`config.mk`:
```
export PLATFORM = sky130hd
export DESIGN_NAME = rlpc_top
export DESIGN_NICKNAME = d
export VERILOG_FILES = /design/src/include/rlpc_pkg.sv /design/src/include/rlpc_cnt_if.sv /design/src/design/rlpc_stab_counter.sv /design/src/design/rlpc_top.sv
export SDC_FILE = /design/constraint.sdc
export NUM_CORES = 1
export LEC_CHECK = 0
export BUFFER_PORTS_ARGS = -buffer_cell sky130_fd_sc_hd__buf_2
export CAP_MARGIN = 25
export CORE_UTILIZATION = 54
export DETAILED_ROUTE_END_ITERATION = 10
export PLACE_DENSITY_LB_ADDON = 0.2
export SLEW_MARGIN = 20
export SYNTH_ARGS = -nofsm -noshare
export SYNTH_HDL_FRONTEND = slang
export SYNTH_HIERARCHICAL = 1
export SYNTH_SLANG_ARGS = --single-unit
```
`constraint.sdc`:
```
create_clock -name core_clk -period 2.7 [get_ports core_clk]
set_clock_uncertainty 0.1 [all_clocks]
set_input_delay 0.27 -clock core_clk [delete_from_list [all_inputs] [get_ports core_clk]]
set_output_delay 0.27 -clock core_clk [all_outputs]
set_load 0.02 [all_outputs]
```
`src/include/rlpc_pkg.sv`:
```
// Package holding constants and types of the reset and low-power controller.
package rlpc_pkg;
    // Illegal instruction-fetch ranges.
    localparam logic [15:0] RLPC_IO_LO       = 16'h0000;
    localparam logic [15:0] RLPC_IO_HI       = 16'h003F;
    localparam logic [15:0] RLPC_GAP1_LO     = 16'h01C0;
    localparam logic [15:0] RLPC_GAP1_HI     = 16'h023F;
    localparam logic [15:0] RLPC_GAP2_LO     = 16'h0340;
    localparam logic [15:0] RLPC_GAP2_HI     = 16'h0CFF;
    // Oscillator stabilisation delay in processor clock cycles.
    localparam int          RLPC_STAB_CYC    = 4064;
    localparam logic [11:0] RLPC_STAB_LAST   = 12'hFDF;
    // Least pin pulldown time in cycles (three to four, take four).
    localparam logic [2:0]  RLPC_PIN_CYC     = 3'h4;
    // Number of reset sources combined.
    localparam int          RLPC_NSRC        = 5;
    typedef enum logic [1:0] {RLPC_RUN, RLPC_STOP, RLPC_WAIT, RLPC_STAB} rlpc_state_t;
endpackage

```
`src/include/rlpc_cnt_if.sv`:
```
// Interface carrying the stabilisation counter controls and status.
`timescale 1ns/1ps
`default_nettype none
interface rlpc_cnt_if;
    logic        clear;
    logic        run;
    logic        done;
    logic [11:0] count;
    modport ctrl (output clear, output run, input done, input count);
    modport cnt  (input clear, input run, output done, output count);
endinterface
`default_nettype wire

```
`src/design/rlpc_stab_counter.sv`:
```
// Stabilisation delay counter used on stop-mode exit.
`timescale 1ns/1ps
`default_nettype none
module rlpc_stab_counter
    import rlpc_pkg::*;
(
    input  wire logic core_clk,
    input  wire logic rst,
    rlpc_cnt_if.cnt   cif
);
    logic [11:0] count_reg;
    logic [11:0] count_next;

    // Counter holds at zero when cleared and increments while running.
    assign count_next = cif.clear ? 12'h000 : (cif.run ? count_reg + 12'h001 : count_reg);
    assign cif.done   = cif.run && (count_reg == RLPC_STAB_LAST);
    assign cif.count  = count_reg;

    // Counter register.
    always_ff @(posedge core_clk or posedge rst)
    begin
        if (rst)
            count_reg <= 12'h000;
        else
            count_reg <= count_next;
    end
endmodule
`default_nettype wire

```
`src/design/rlpc_top.sv`:
```
// Reset combiner and stop/wait sequencer of the microcontroller.
// Contract
// - Illegal-range instruction fetch raises internal reset.
// - Illegal fetch reset drives reset pin pulldown.
// - Stop with option disabled causes reset.
// - Supply-low reset released after delay on rise.
// - Build option disables supply-low reset entirely.
// - Supply-low reset holds until all sources end.
// - Supply sensing stays active in stop, wait.
// - Any reset terminates stop and wait modes.
// - Stop halts oscillator and liveness watchdog counter.
// - Stop entry disables timer interrupts, clears prescaler.
// - Stop entry clears mask, sets irq enable.
// - Stop leaves all other state untouched.
// - Stop exits only on listed wake sources or reset.
// - Stop exit waits 4064 cycles before resuming.
// - Wait halts processor clock, timers keep running.
// - Wait clears interrupt mask, keeps other state.
// - Wait ends on listed interrupts or reset.
// - Pin pulldown lasts reset or four cycles.
// - Watchdog cleared on stop; held per exit kind.
`timescale 1ns/1ps
`default_nettype none
module rlpc_top
    import rlpc_pkg::*;
#(
    parameter bit STOP_ENABLE     = 1'b1,
    parameter bit SUPPLY_LOW_EN   = 1'b1,
    parameter int SUPPLY_DELAY_CYC = RLPC_STAB_CYC
)
(
    input  wire logic        core_clk,
    input  wire logic        rst,
    input  wire logic        fetch_valid,
    input  wire logic [15:0] fetch_addr,
    input  wire logic        stop_exec,
    input  wire logic        wait_exec,
    input  wire logic        supply_below_falling,
    input  wire logic        supply_above_rising,
    input  wire logic        reset_pin_in,
    input  wire logic        watchdog_timeout,
    input  wire logic        irq_pin_req,
    input  wire logic        port_fall_wake,
    input  wire logic        serial_link_receive_pin,
    input  wire logic        timer_irq,
    input  wire logic        spi_irq,
    input  wire logic        gauge_irq,
    output logic             internal_rst,
    output logic             reset_pin_out,
    output logic             reset_pin_oe,
    output logic             osc_enable,
    output logic             cpu_clk_enable,
    output logic             timer_clk_enable,
    output logic             timer_irq_disable,
    output logic             prescaler_clear,
    output logic             ccr_mask_clear,
    output logic             external_irq_enable_set,
    output logic             watchdog_clear,
    output logic             watchdog_hold,
    output logic             stop_active,
    output logic             wait_active
);
    ////////////////////////////////////////////////////////////////////////////
    // Input synchronisers for pins and analog detector outputs.
    logic [4:0] sync1_reg;
    logic [4:0] sync2_reg;
    logic [4:0] async_in;
    logic       rxp_d_reg;

    assign async_in = {supply_below_falling, supply_above_rising, reset_pin_in,
                       irq_pin_req, serial_link_receive_pin};

    // Two flip-flops per asynchronous input; only the second stage is read.
    // Reset levels match the idle pins, so no false reset source follows reset.
    always_ff @(posedge core_clk or posedge rst)
    begin
        if (rst)
        begin
            sync1_reg <= 5'h0C;
            sync2_reg <= 5'h0C;
        end
        else
        begin
            sync1_reg <= async_in;
            sync2_reg <= sync1_reg;
        end
    end

    logic sup_low_s;
    logic sup_ok_s;
    logic ext_rst_s;
    logic irq_s;
    logic rxp_s;
    assign sup_low_s = sync2_reg[4];
    assign sup_ok_s  = sync2_reg[3];
    assign ext_rst_s = ~sync2_reg[2];
    assign irq_s     = sync2_reg[1];
    assign rxp_s     = sync2_reg[0];

    // Receive-pin edge detector reads the synchronised level only.
    always_ff @(posedge core_clk or posedge rst)
    begin
        if (rst)
            rxp_d_reg <= 1'b0;
        else
            rxp_d_reg <= rxp_s;
    end

    ////////////////////////////////////////////////////////////////////////////
    // Illegal fetch decode.
    function automatic logic rlpc_in_range(input logic [15:0] a, input logic [15:0] lo, input logic [15:0] hi);
        rlpc_in_range = (a >= lo) && (a <= hi);
    endfunction

    logic illegal_fetch;
    // A fetch from the I/O page or either unimplemented gap is illegal.
    assign illegal_fetch = fetch_valid && (rlpc_in_range(fetch_addr, RLPC_IO_LO, RLPC_IO_HI)
                         || rlpc_in_range(fetch_addr, RLPC_GAP1_LO, RLPC_GAP1_HI)
                         || rlpc_in_range(fetch_addr, RLPC_GAP2_LO, RLPC_GAP2_HI));

    logic stop_reset;
    // With the stop option off, stop turns into a reset.
    assign stop_reset = stop_exec && !STOP_ENABLE;

    ////////////////////////////////////////////////////////////////////////////
    // Supply-low reset with release delay.
    logic        sl_active_reg;
    logic [12:0] sl_cnt_reg;
    logic        sl_trip;
    // The detector is sampled in every mode, stop and wait included.
    assign sl_trip = SUPPLY_LOW_EN && sup_low_s;

    // Assert on falling threshold, release after delay once supply rises.
    always_ff @(posedge core_clk or posedge rst)
    begin
        if (rst)
        begin
            sl_active_reg <= 1'b0;
            sl_cnt_reg    <= 13'h0000;
        end
        else if (sl_trip || (sl_active_reg && !sup_ok_s))
        begin
            sl_active_reg <= 1'b1;
            sl_cnt_reg    <= 13'h0000;
        end
        else if (sl_active_reg)
        begin
            if (sl_cnt_reg == 13'(SUPPLY_DELAY_CYC - 1))
                sl_active_reg <= 1'b0;
            else
                sl_cnt_reg <= sl_cnt_reg + 13'h0001;
        end
    end

    ////////////////////////////////////////////////////////////////////////////
    // Reset combination and pin pulldown.
    logic [RLPC_NSRC-1:0] src_vec;
    logic                 internal_src;
    logic                 rst_reg;
    logic [2:0]           pin_cnt_reg;
    logic                 pin_pull;

    assign src_vec      = {illegal_fetch, stop_reset, sl_active_reg, watchdog_timeout, ext_rst_s};
    // Internal sources only; the pin itself does not re-trigger the pulldown.
    assign internal_src = |src_vec[RLPC_NSRC-1:1];

    // Registered OR of all sources; release only when every one is quiet.
    always_ff @(posedge core_clk or posedge rst)
    begin
        if (rst)
            rst_reg <= 1'b1;
        else
            rst_reg <= |src_vec;
    end

    // Pulldown stretch counter guarantees a four-cycle minimum pulse.
    always_ff @(posedge core_clk or posedge rst)
    begin
        if (rst)
            pin_cnt_reg <= RLPC_PIN_CYC;
        else if (internal_src)
            pin_cnt_reg <= RLPC_PIN_CYC;
        else if (pin_cnt_reg != 3'h0)
            pin_cnt_reg <= pin_cnt_reg - 3'h1;
    end

    // Pulldown active while an internal source lasts or the stretch runs.
    assign pin_pull      = internal_src || (pin_cnt_reg != 3'h0);
    assign reset_pin_out = 1'b0;
    assign reset_pin_oe  = pin_pull;
    assign internal_rst  = rst_reg;

    ////////////////////////////////////////////////////////////////////////////
    // Low-power sequencer.
    rlpc_state_t state_reg;
    rlpc_state_t state_next;
    logic        stab_by_reset_reg;
    logic        stop_wake;
    logic        wait_wake;
    logic        stop_enter;
    logic        wait_enter;
    rlpc_cnt_if  cif ();

    rlpc_stab_counter u_stab (
        .core_clk (core_clk),
        .rst      (rst),
        .cif      (cif)
    );

    // Only the listed pins wake from stop; timers are frozen there.
    assign stop_wake  = irq_s || port_fall_wake || (rxp_s && !rxp_d_reg);
    assign wait_wake  = stop_wake || timer_irq || spi_irq || gauge_irq;
    assign stop_enter = (state_reg == RLPC_RUN) && stop_exec && STOP_ENABLE && !rst_reg;
    assign wait_enter = (state_reg == RLPC_RUN) && wait_exec && !stop_exec && !rst_reg;

    // Next-state selection.
    always_comb
    begin
        state_next = state_reg;
        case (state_reg)
            RLPC_RUN:  if (stop_enter) state_next = RLPC_STOP;
                       else if (wait_enter) state_next = RLPC_WAIT;
            RLPC_STOP: if (rst_reg || stop_wake) state_next = RLPC_STAB;
            RLPC_WAIT: if (rst_reg || wait_wake) state_next = RLPC_RUN;
            RLPC_STAB: if (cif.done) state_next = RLPC_RUN;
            default:   state_next = RLPC_RUN;
        endcase
    end

    // State and exit-kind registers.
    always_ff @(posedge core_clk or posedge rst)
    begin
        if (rst)
        begin
            state_reg         <= RLPC_RUN;
            stab_by_reset_reg <= 1'b0;
        end
        else
        begin
            state_reg <= state_next;
            if (state_reg == RLPC_STOP)
                stab_by_reset_reg <= rst_reg;
        end
    end

    // Counter is held clear outside the stabilisation state and runs through it.
    assign cif.clear = (state_reg != RLPC_STAB);
    assign cif.run   = (state_reg == RLPC_STAB);

    // Oscillator off in stop; processor clock off in stop, wait and recovery.
    assign osc_enable       = (state_reg != RLPC_STOP);
    assign cpu_clk_enable   = (state_reg == RLPC_RUN);
    assign timer_clk_enable = (state_reg != RLPC_STOP);

    // Entry side effects are single-cycle strobes; nothing else is touched.
    assign timer_irq_disable       = stop_enter;
    assign prescaler_clear         = stop_enter;
    assign ccr_mask_clear          = stop_enter || wait_enter;
    assign external_irq_enable_set = stop_enter;

    // Watchdog cleared on stop entry, held through a reset-driven recovery.
    assign watchdog_clear = stop_enter;
    assign watchdog_hold  = (state_reg == RLPC_STOP) || ((state_reg == RLPC_STAB) && stab_by_reset_reg);
    assign stop_active    = (state_reg == RLPC_STOP);
    assign wait_active    = (state_reg == RLPC_WAIT);

    ////////////////////////////////////////////////////////////////////////////
    // Assertions and covers.
    int stab_len;
    always_ff @(posedge core_clk or posedge rst)
    begin
        if (rst)
            stab_len <= 0;
        else if (state_reg == RLPC_STAB)
            stab_len <= stab_len + 1;
        else
            stab_len <= 0;
    end

    illegal_fetch_rst_a: assert property (@(posedge core_clk) disable iff (rst)
        illegal_fetch |=> internal_rst) else $error("illegal fetch gave no reset");
    illegal_pin_a: assert property (@(posedge core_clk) disable iff (rst)
        illegal_fetch |-> reset_pin_oe) else $error("illegal fetch gave no pulldown");
    stop_disabled_a: assert property (@(posedge core_clk) disable iff (rst)
        stop_reset |=> internal_rst && state_reg != RLPC_STOP) else $error("disabled stop not reset");
    supply_rst_a: assert property (@(posedge core_clk) disable iff (rst)
        sl_trip |=> ##1 internal_rst) else $error("supply low gave no reset");
    pin_stretch_a: assert property (@(posedge core_clk) disable iff (rst)
        $fell(internal_src) |-> reset_pin_oe [*4]) else $error("pulldown too short");
    stab_len_a: assert property (@(posedge core_clk) disable iff (rst)
        (state_reg == RLPC_STAB && cif.done) |-> stab_len == RLPC_STAB_CYC - 1) else $error("stab length wrong");
    reset_exits_a: assert property (@(posedge core_clk) disable iff (rst)
        (rst_reg && state_reg == RLPC_WAIT) |=> state_reg == RLPC_RUN) else $error("reset kept wait");
    stop_fx_a: assert property (@(posedge core_clk) disable iff (rst)
        (state_reg == RLPC_RUN && $past(state_reg) != RLPC_STOP && state_next == RLPC_STOP)
        |-> ccr_mask_clear && external_irq_enable_set && timer_irq_disable) else $error("stop entry effects");
    osc_off_a: assert property (@(posedge core_clk) disable iff (rst)
        stop_active |-> !osc_enable && watchdog_hold) else $error("oscillator on in stop");
    stop_rst_exit_a: assert property (@(posedge core_clk) disable iff (rst)
        (rst_reg && state_reg == RLPC_STOP) |=> state_reg == RLPC_STAB) else $error("reset kept stop");
    rst_follow_a: assert property (@(posedge core_clk) disable iff (rst)
        1'b1 |=> internal_rst == ($past(src_vec) != '0)) else $error("internal reset is not the source OR");
    wait_fx_a: assert property (@(posedge core_clk) disable iff (rst)
        wait_enter |-> ccr_mask_clear && !external_irq_enable_set) else $error("wait entry effects");
    wait_clk_a: assert property (@(posedge core_clk) disable iff (rst)
        wait_active |-> !cpu_clk_enable && timer_clk_enable && osc_enable) else $error("clock gating in wait");

    stop_cycle_c: cover property (@(posedge core_clk) disable iff (rst) state_reg == RLPC_STAB ##1 state_reg == RLPC_RUN);
    wait_cycle_c: cover property (@(posedge core_clk) disable iff (rst) wait_active ##1 !wait_active);
    supply_c:     cover property (@(posedge core_clk) disable iff (rst) $fell(sl_active_reg));
endmodule
`default_nettype wire

```
After elaboration in Yosys (flattened, before gate mapping)
Cells that the tools add are included.
{ "word_totals": {"n_memories": 0, "register_bits": 44, "latch_bits": 0, "out_inout_bits": 14, "romBits": 0, "ram_bits": 0} }
{ "classes": {"multipliers": 0, "div": 0, "n_shift": 0, "n_reduce_logical": 39, "bitwise": 1, "n_lt_le_gt_ge": 6, "n_eq_ne": 12, "n_addsub": 3, "mux": 16} }
{ "op_table": {"columns": ["cell", "count"], "rows": [
  ["$mux 13", 3],
  ["$mux 12", 2],
  ["$ge 16x1->1 const B", 1],
  ["$ge 16x10->1 const B", 1],
  ["$ge 16x9->1 const B", 1],
  ["$le 16x10->1 const B", 1],
  ["$le 16x12->1 const B", 1],
  ["$le 16x6->1 const B", 1],
  ["$add 13x1->13 const B", 1],
  ["$eq 13x12->1 const B", 1],
  ["$logic_and 1x1->1", 13],
  ["$logic_or 1x1->1", 13],
  ["$add 12x1->12 const B", 1],
  ["$eq 12x12->1 const B", 1],
  ["$mux 2", 5],
  ["$pmux 2 s4", 1],
  ["$mux 3", 2],
  ["$ne 2x1->1 const B", 3],
  ["$ne 2x2->1 const B", 3],
  ["$reduce_bool 2->1", 3],
  ["$eq 2x2->1 const B", 2],
  ["$logic_not 1->1", 4],
  ["$reduce_and 4->1", 1],
  ["$reduce_or 4->1", 1],
  ["9 further kinds", 11]
]} }

Longest topological paths before layout
{ "depth": {"ltp_word": 9, "depth_mapped": 8, "depth_no_buf": 6} }

By module
Netlist, hierarchy kept.
{ "modules_own_cells": {"columns": ["module", "instances", "seq_area_each_um2", "cells_per_inst", "area_each_um2"], "rows": [
  ["rlpc_top", 1, 808.3, 145, 1525.2],
  ["rlpc_stab_counter", 1, 300.3, 60, 613.1]
]} }

Worst setup path after synthesis
Ideal clock, no wire load.
{ "synth_timing": {"path_type": "reg-to-output", "from": "register state_reg[0]", "to": "output port prescaler_clear", "required_time_ns": 2.330, "slack_ns": 0.488, "path_buffers": 2, "stages_incl_launch_ff": 4, "t_arrival_ns": 1.842, "path_cell_list": "dfrtp_1 clkbuf_1 nor4b_1 buf_4"} }
{ "synth_between": {"elab_chain_len": 3} }
{ "synth_lines": {"columns": ["item", "line_no", "source"], "rows": [
  ["start: declaration", "rlpc_top.sv:195", "rlpc_state_t state_reg;"],
  ["start signal: assignment", "rlpc_top.sv:240", "state_reg <= state_next;"],
  ["$logic_not 2->1", "rlpc_top.sv:213", "assign stop_enter = (state_reg == RLPC_RUN) && stop_exec && STOP_ENABLE && !rst_reg;"],
  ["$logic_and 1x1->1 (2 in series)", "rlpc_top.sv:213", null],
  ["end: declaration", "rlpc_top.sv:55", "output logic prescaler_clear,"]
]} }
Every way passes these cells.

Final worst setup path
{ "layout_timing": {"from": "register state_reg[1]", "to": "register u_stab.count_reg[11] (netlist: u_stab/cif.count[11])"} }
{ "layout_between": {"elab_chain_len": 2, "word_cells_on_any_way": 4, "cone_classes": "eq/ne: 2; mux: 1; reduce/logical: 1"} }
{ "layout_lines": {"columns": ["item", "line_no", "source"], "rows": [
  ["$ne 2x2->1 *", "rlpc_top.sv:247", "assign cif.clear = (state_reg != RLPC_STAB);"],
  ["via cif.clear", "rlpc_cnt_if.sv:5", "logic clear;"],
  ["$mux 12 or $reduce_bool 2->1 (tied branches)", null, null],
  ["end signal: assignment", "rlpc_stab_counter.sv:25", "count_reg <= count_next;"],
  ["end: declaration", "rlpc_stab_counter.sv:11", "logic [11:0] count_reg;"]
]} }
Mark *: on every way through the listed nets, which the timed path passes. The rest lies on a longest branch.
A chain may end at the register's enable or synchronous reset.

==> results.sh <==
export IMPL_status="completed"
export IMPL_nFillCells=285
export IMPL_vias=1577
export IMPL_finalCriticalPeriod_ps=1930
export IMPL_slew_headroom=0.628
export IMPL_most_common_layout_cells="dfrtp_1, buf_2, nor2_1"
export IMPL_overflow=0
export IMPL_power_switching_mw=0.263
export IMPL_cp_top_family="simple AND/OR/NAND/NOR gates"
export IMPL_fin_area_sq_um=2490
export IMPL_clock_path_buffers=2
export IMPL_clock_latency_ps=300
export IMPL_grt_pass1_vias=1535
export IMPL_cp_arrival_ps=2060
export IMPL_gp_congestion=0.819
export IMPL_placed_cells=282
export IMPL_critical_path_slowest_cell="or4_1"
export IMPL_avgSynthCellArea_sq_um=10.4
export IMPL_synth_top_area_cell="dfrtp_1"
export IMPL_ys_seq_area_frac=0.518
export IMPL_drt_iter0_drc=93
export IMPL_crit_buf_inv=1
export IMPL_pin_count=45
export IMPL_critPathCaptureType="flop"
export IMPL_dpl_cell_area_sq_um=2340
export IMPL_grt_max_degree=33
export IMPL_synthDistinctLibCells=48
export IMPL_synth_area_top_cells="dfrtp_1, dfstp_2, a21oi_1"
export IMPL_cts_root_buffer="clkbuf_8"
export IMPL_p_int_mw=0.916
export IMPL_power_density_nw_per_um2=472
export IMPL_path_cells="nand2_1, inv_1, o2111ai_4, or4_1, a21oi_1"
export IMPL_setup_viol=0
export IMPL_setup_tns_ps=0
export IMPL_diodes=0
export IMPL_drive_gt1_frac=0.270
export IMPL_avgViaCountPerCell=5.33
export IMPL_swShare=0.223
export IMPL_cp_max_fo=11
export IMPL_synth_ff_type="dfrtp_1"
export IMPL_path_class="flop to flop"
export IMPL_ctsResizeCount=0
export IMPL_p_seq_frac=0.579
export IMPL_critical_path_startpoint_type="flop"
export IMPL_netlist_area_leader_share=0.445
export IMPL_finalHoldViolCount=0
export IMPL_routed_wl_mm=3.55
export IMPL_htreeDepth=2
export IMPL_cts_tree="built"
export IMPL_start_util=0.575
export IMPL_synth_cell_area_sq_um=2140
export IMPL_worst_slew_pin_slew_ps=544
export IMPL_slew_violations=0
export IMPL_layout_commonest_cell="dfrtp_1"
export IMPL_drt_first_pass_iters=4
export IMPL_min_path_type="primary input to flop"
export IMPL_rows=22
export IMPL_fmax_mhz=518
export IMPL_antenna_found_initial=0
export IMPL_io_buffers=37
export IMPL_clkPwrFrac=0.352
export IMPL_dieArea_sq_um=4220
export IMPL_worst_ir_drop_vdd_v=0.000430
export IMPL_required_ps=2830
export IMPL_die_y_um=64.9
export IMPL_die_w_um=64.9
export IMPL_largest_reg_flops=13
export IMPL_holdWs_ps=147
export IMPL_post_cts_buffers=0
export IMPL_clkTransAtPathRegs_ps=80
export IMPL_area_growth_pct=16.7
export IMPL_grt_pass1_wl_mm=6.56
export IMPL_nNetsFinal=282
export IMPL_cap_viol_max_count=0
export IMPL_ys_ff_latch=44
export IMPL_synth_edf_count=0
export IMPL_pwr_share_comb=0.069
export IMPL_fin_crit_sh=0.715
export IMPL_syn_nets=240
export IMPL_clock_sinks=44
export IMPL_final_antenna_net_count=0
export IMPL_power_leakage_nw=1.05
export IMPL_core_area_sq_um=3720
export IMPL_ys_warn_count=6
export IMPL_grt_usage=0.205
export IMPL_rsz0062_at_grt="no"
export IMPL_netlist_instances=205
export IMPL_hpwl_mm=2.51
export IMPL_cts_made_buffers=5
export IMPL_fin_cells=296
export IMPL_post_drt_wl_per_cell_um=12.0
export IMPL_ctsHoldBuffers=6
export IMPL_postSynth_asyncResetShare=1.00
export IMPL_cpPeakStageDelay_ps=560
export IMPL_drcViolationCount=0
==> layer usage <==
layer | track usage | vias up | part of all wire
met2 | 0.341 | 26 | 0.47
met1 | 0.253 | 729 | 0.47
met3 | 0.0546 | 6 | 0.041
li1 | - | 816 | -
met4 | 0.0778 | 0 | 0.018
met5 | 0 | - | 0
==> worst paths after layout <==
kind | startpoint | to | slack (ps) | cells after the start
max in group asynchronous | rst | sync2_reg[2]$_DFF_PP1_ | 1680 | 4
min reg2reg | sync1_reg[1]$_DFF_PP0_ | sync2_reg[1]$_DFF_PP0_ | 250 | 0
min in group asynchronous | rst | u_stab/cif.count[8]$_DFFE_PP0P_ | 420 | 3
max reg2reg | state_reg[1]$_DFFE_PP0P_ | u_stab/cif.count[11]$_DFFE_PP0P_ | 770 | 5
min | watchdog_timeout | pin_cnt_reg[2]$_DFFE_PP1P_ | 150 | 3
max | state_reg[1]$_DFFE_PP0P_ | u_stab/cif.count[11]$_DFFE_PP0P_ | 770 | 5
==> cells by family (layout without fill, tap and decap cells) <==
logic type,count (synthesis),in the layout,share of synthesized area
multiplexers,4,4,0.0199
buffers and inverters,24,67,0.0532
XOR/XNOR,11,11,0.0451
AO/OA/AOI/OAI,41,41,0.137
flip-flops,44,44,0.518
AND/OR/NAND/NOR,75,75,0.196
other,1,1,0.00175
adder cells (fa/ha/maj),5,5,0.0287
==> worst min-delay path, cell delays in order <==
cell and delay, ps:
buf_2 80, nor2_1 70, nand3_1 90
==> power by group through the flow <==
stage	Clock [mW]	Combinational, mW	Sequential, mW
2_1_floorplan	0	0.0508	0.689
3_3_place_gp	0	0.0756	0.695
3_5_place_dp	0	0.0766	0.695
4_1_cts	0.430	0.0835	0.682
5_1_grt	0.455	0.0924	0.684
6_report	0.415	0.0817	0.682
==> Yosys cell counts, types with 2 or more instances <==
cell type,n
dfrtp_1,38
nor2_1,16
a21oi_1,14
inv_1,13
nand2_1,12
nand3_1,8
xnor2_1,7
buf_4,6
dfstp_2,6
o21ai_0,6
nand4_1,5
nor4_1,5
o31ai_1,5
or4_1,5
clkbuf_1,4
ha_1,4
or3_1,4
xor2_1,4
and3_1,3
nor2b_1,3
nor3_1,3
a31o_2,2
mux2_2,2
mux2i_1,2
nand3_2,2
nor4b_1,2
o211ai_1,2
o21ai_1,2
==> area by class of cell <==
cell class	instances	area (sq um)	share of cell area
Inverter	13	48.8	0.0196
Clock buffer	7	86.3	0.0346
Multi-Input combinational cell	137	916	0.367
Tap cell	48	60.1	0.0241
Timing Repair Buffer	46	268	0.107
Clock inverter	1	7.51	0.00301
Sequential cell	44	1110	0.444
==> per-stage QoR <==
step	setup slack, ps	utilization	total power [mW]
global placement	800	0.630	0.771
CTS	747	0.671	1.20
detailed placement	753	0.630	0.772
global route	626	0.671	1.23
finish	770	0.671	1.18
floorplan	488	-	0.740
Power figures use the tool's default switching activity.
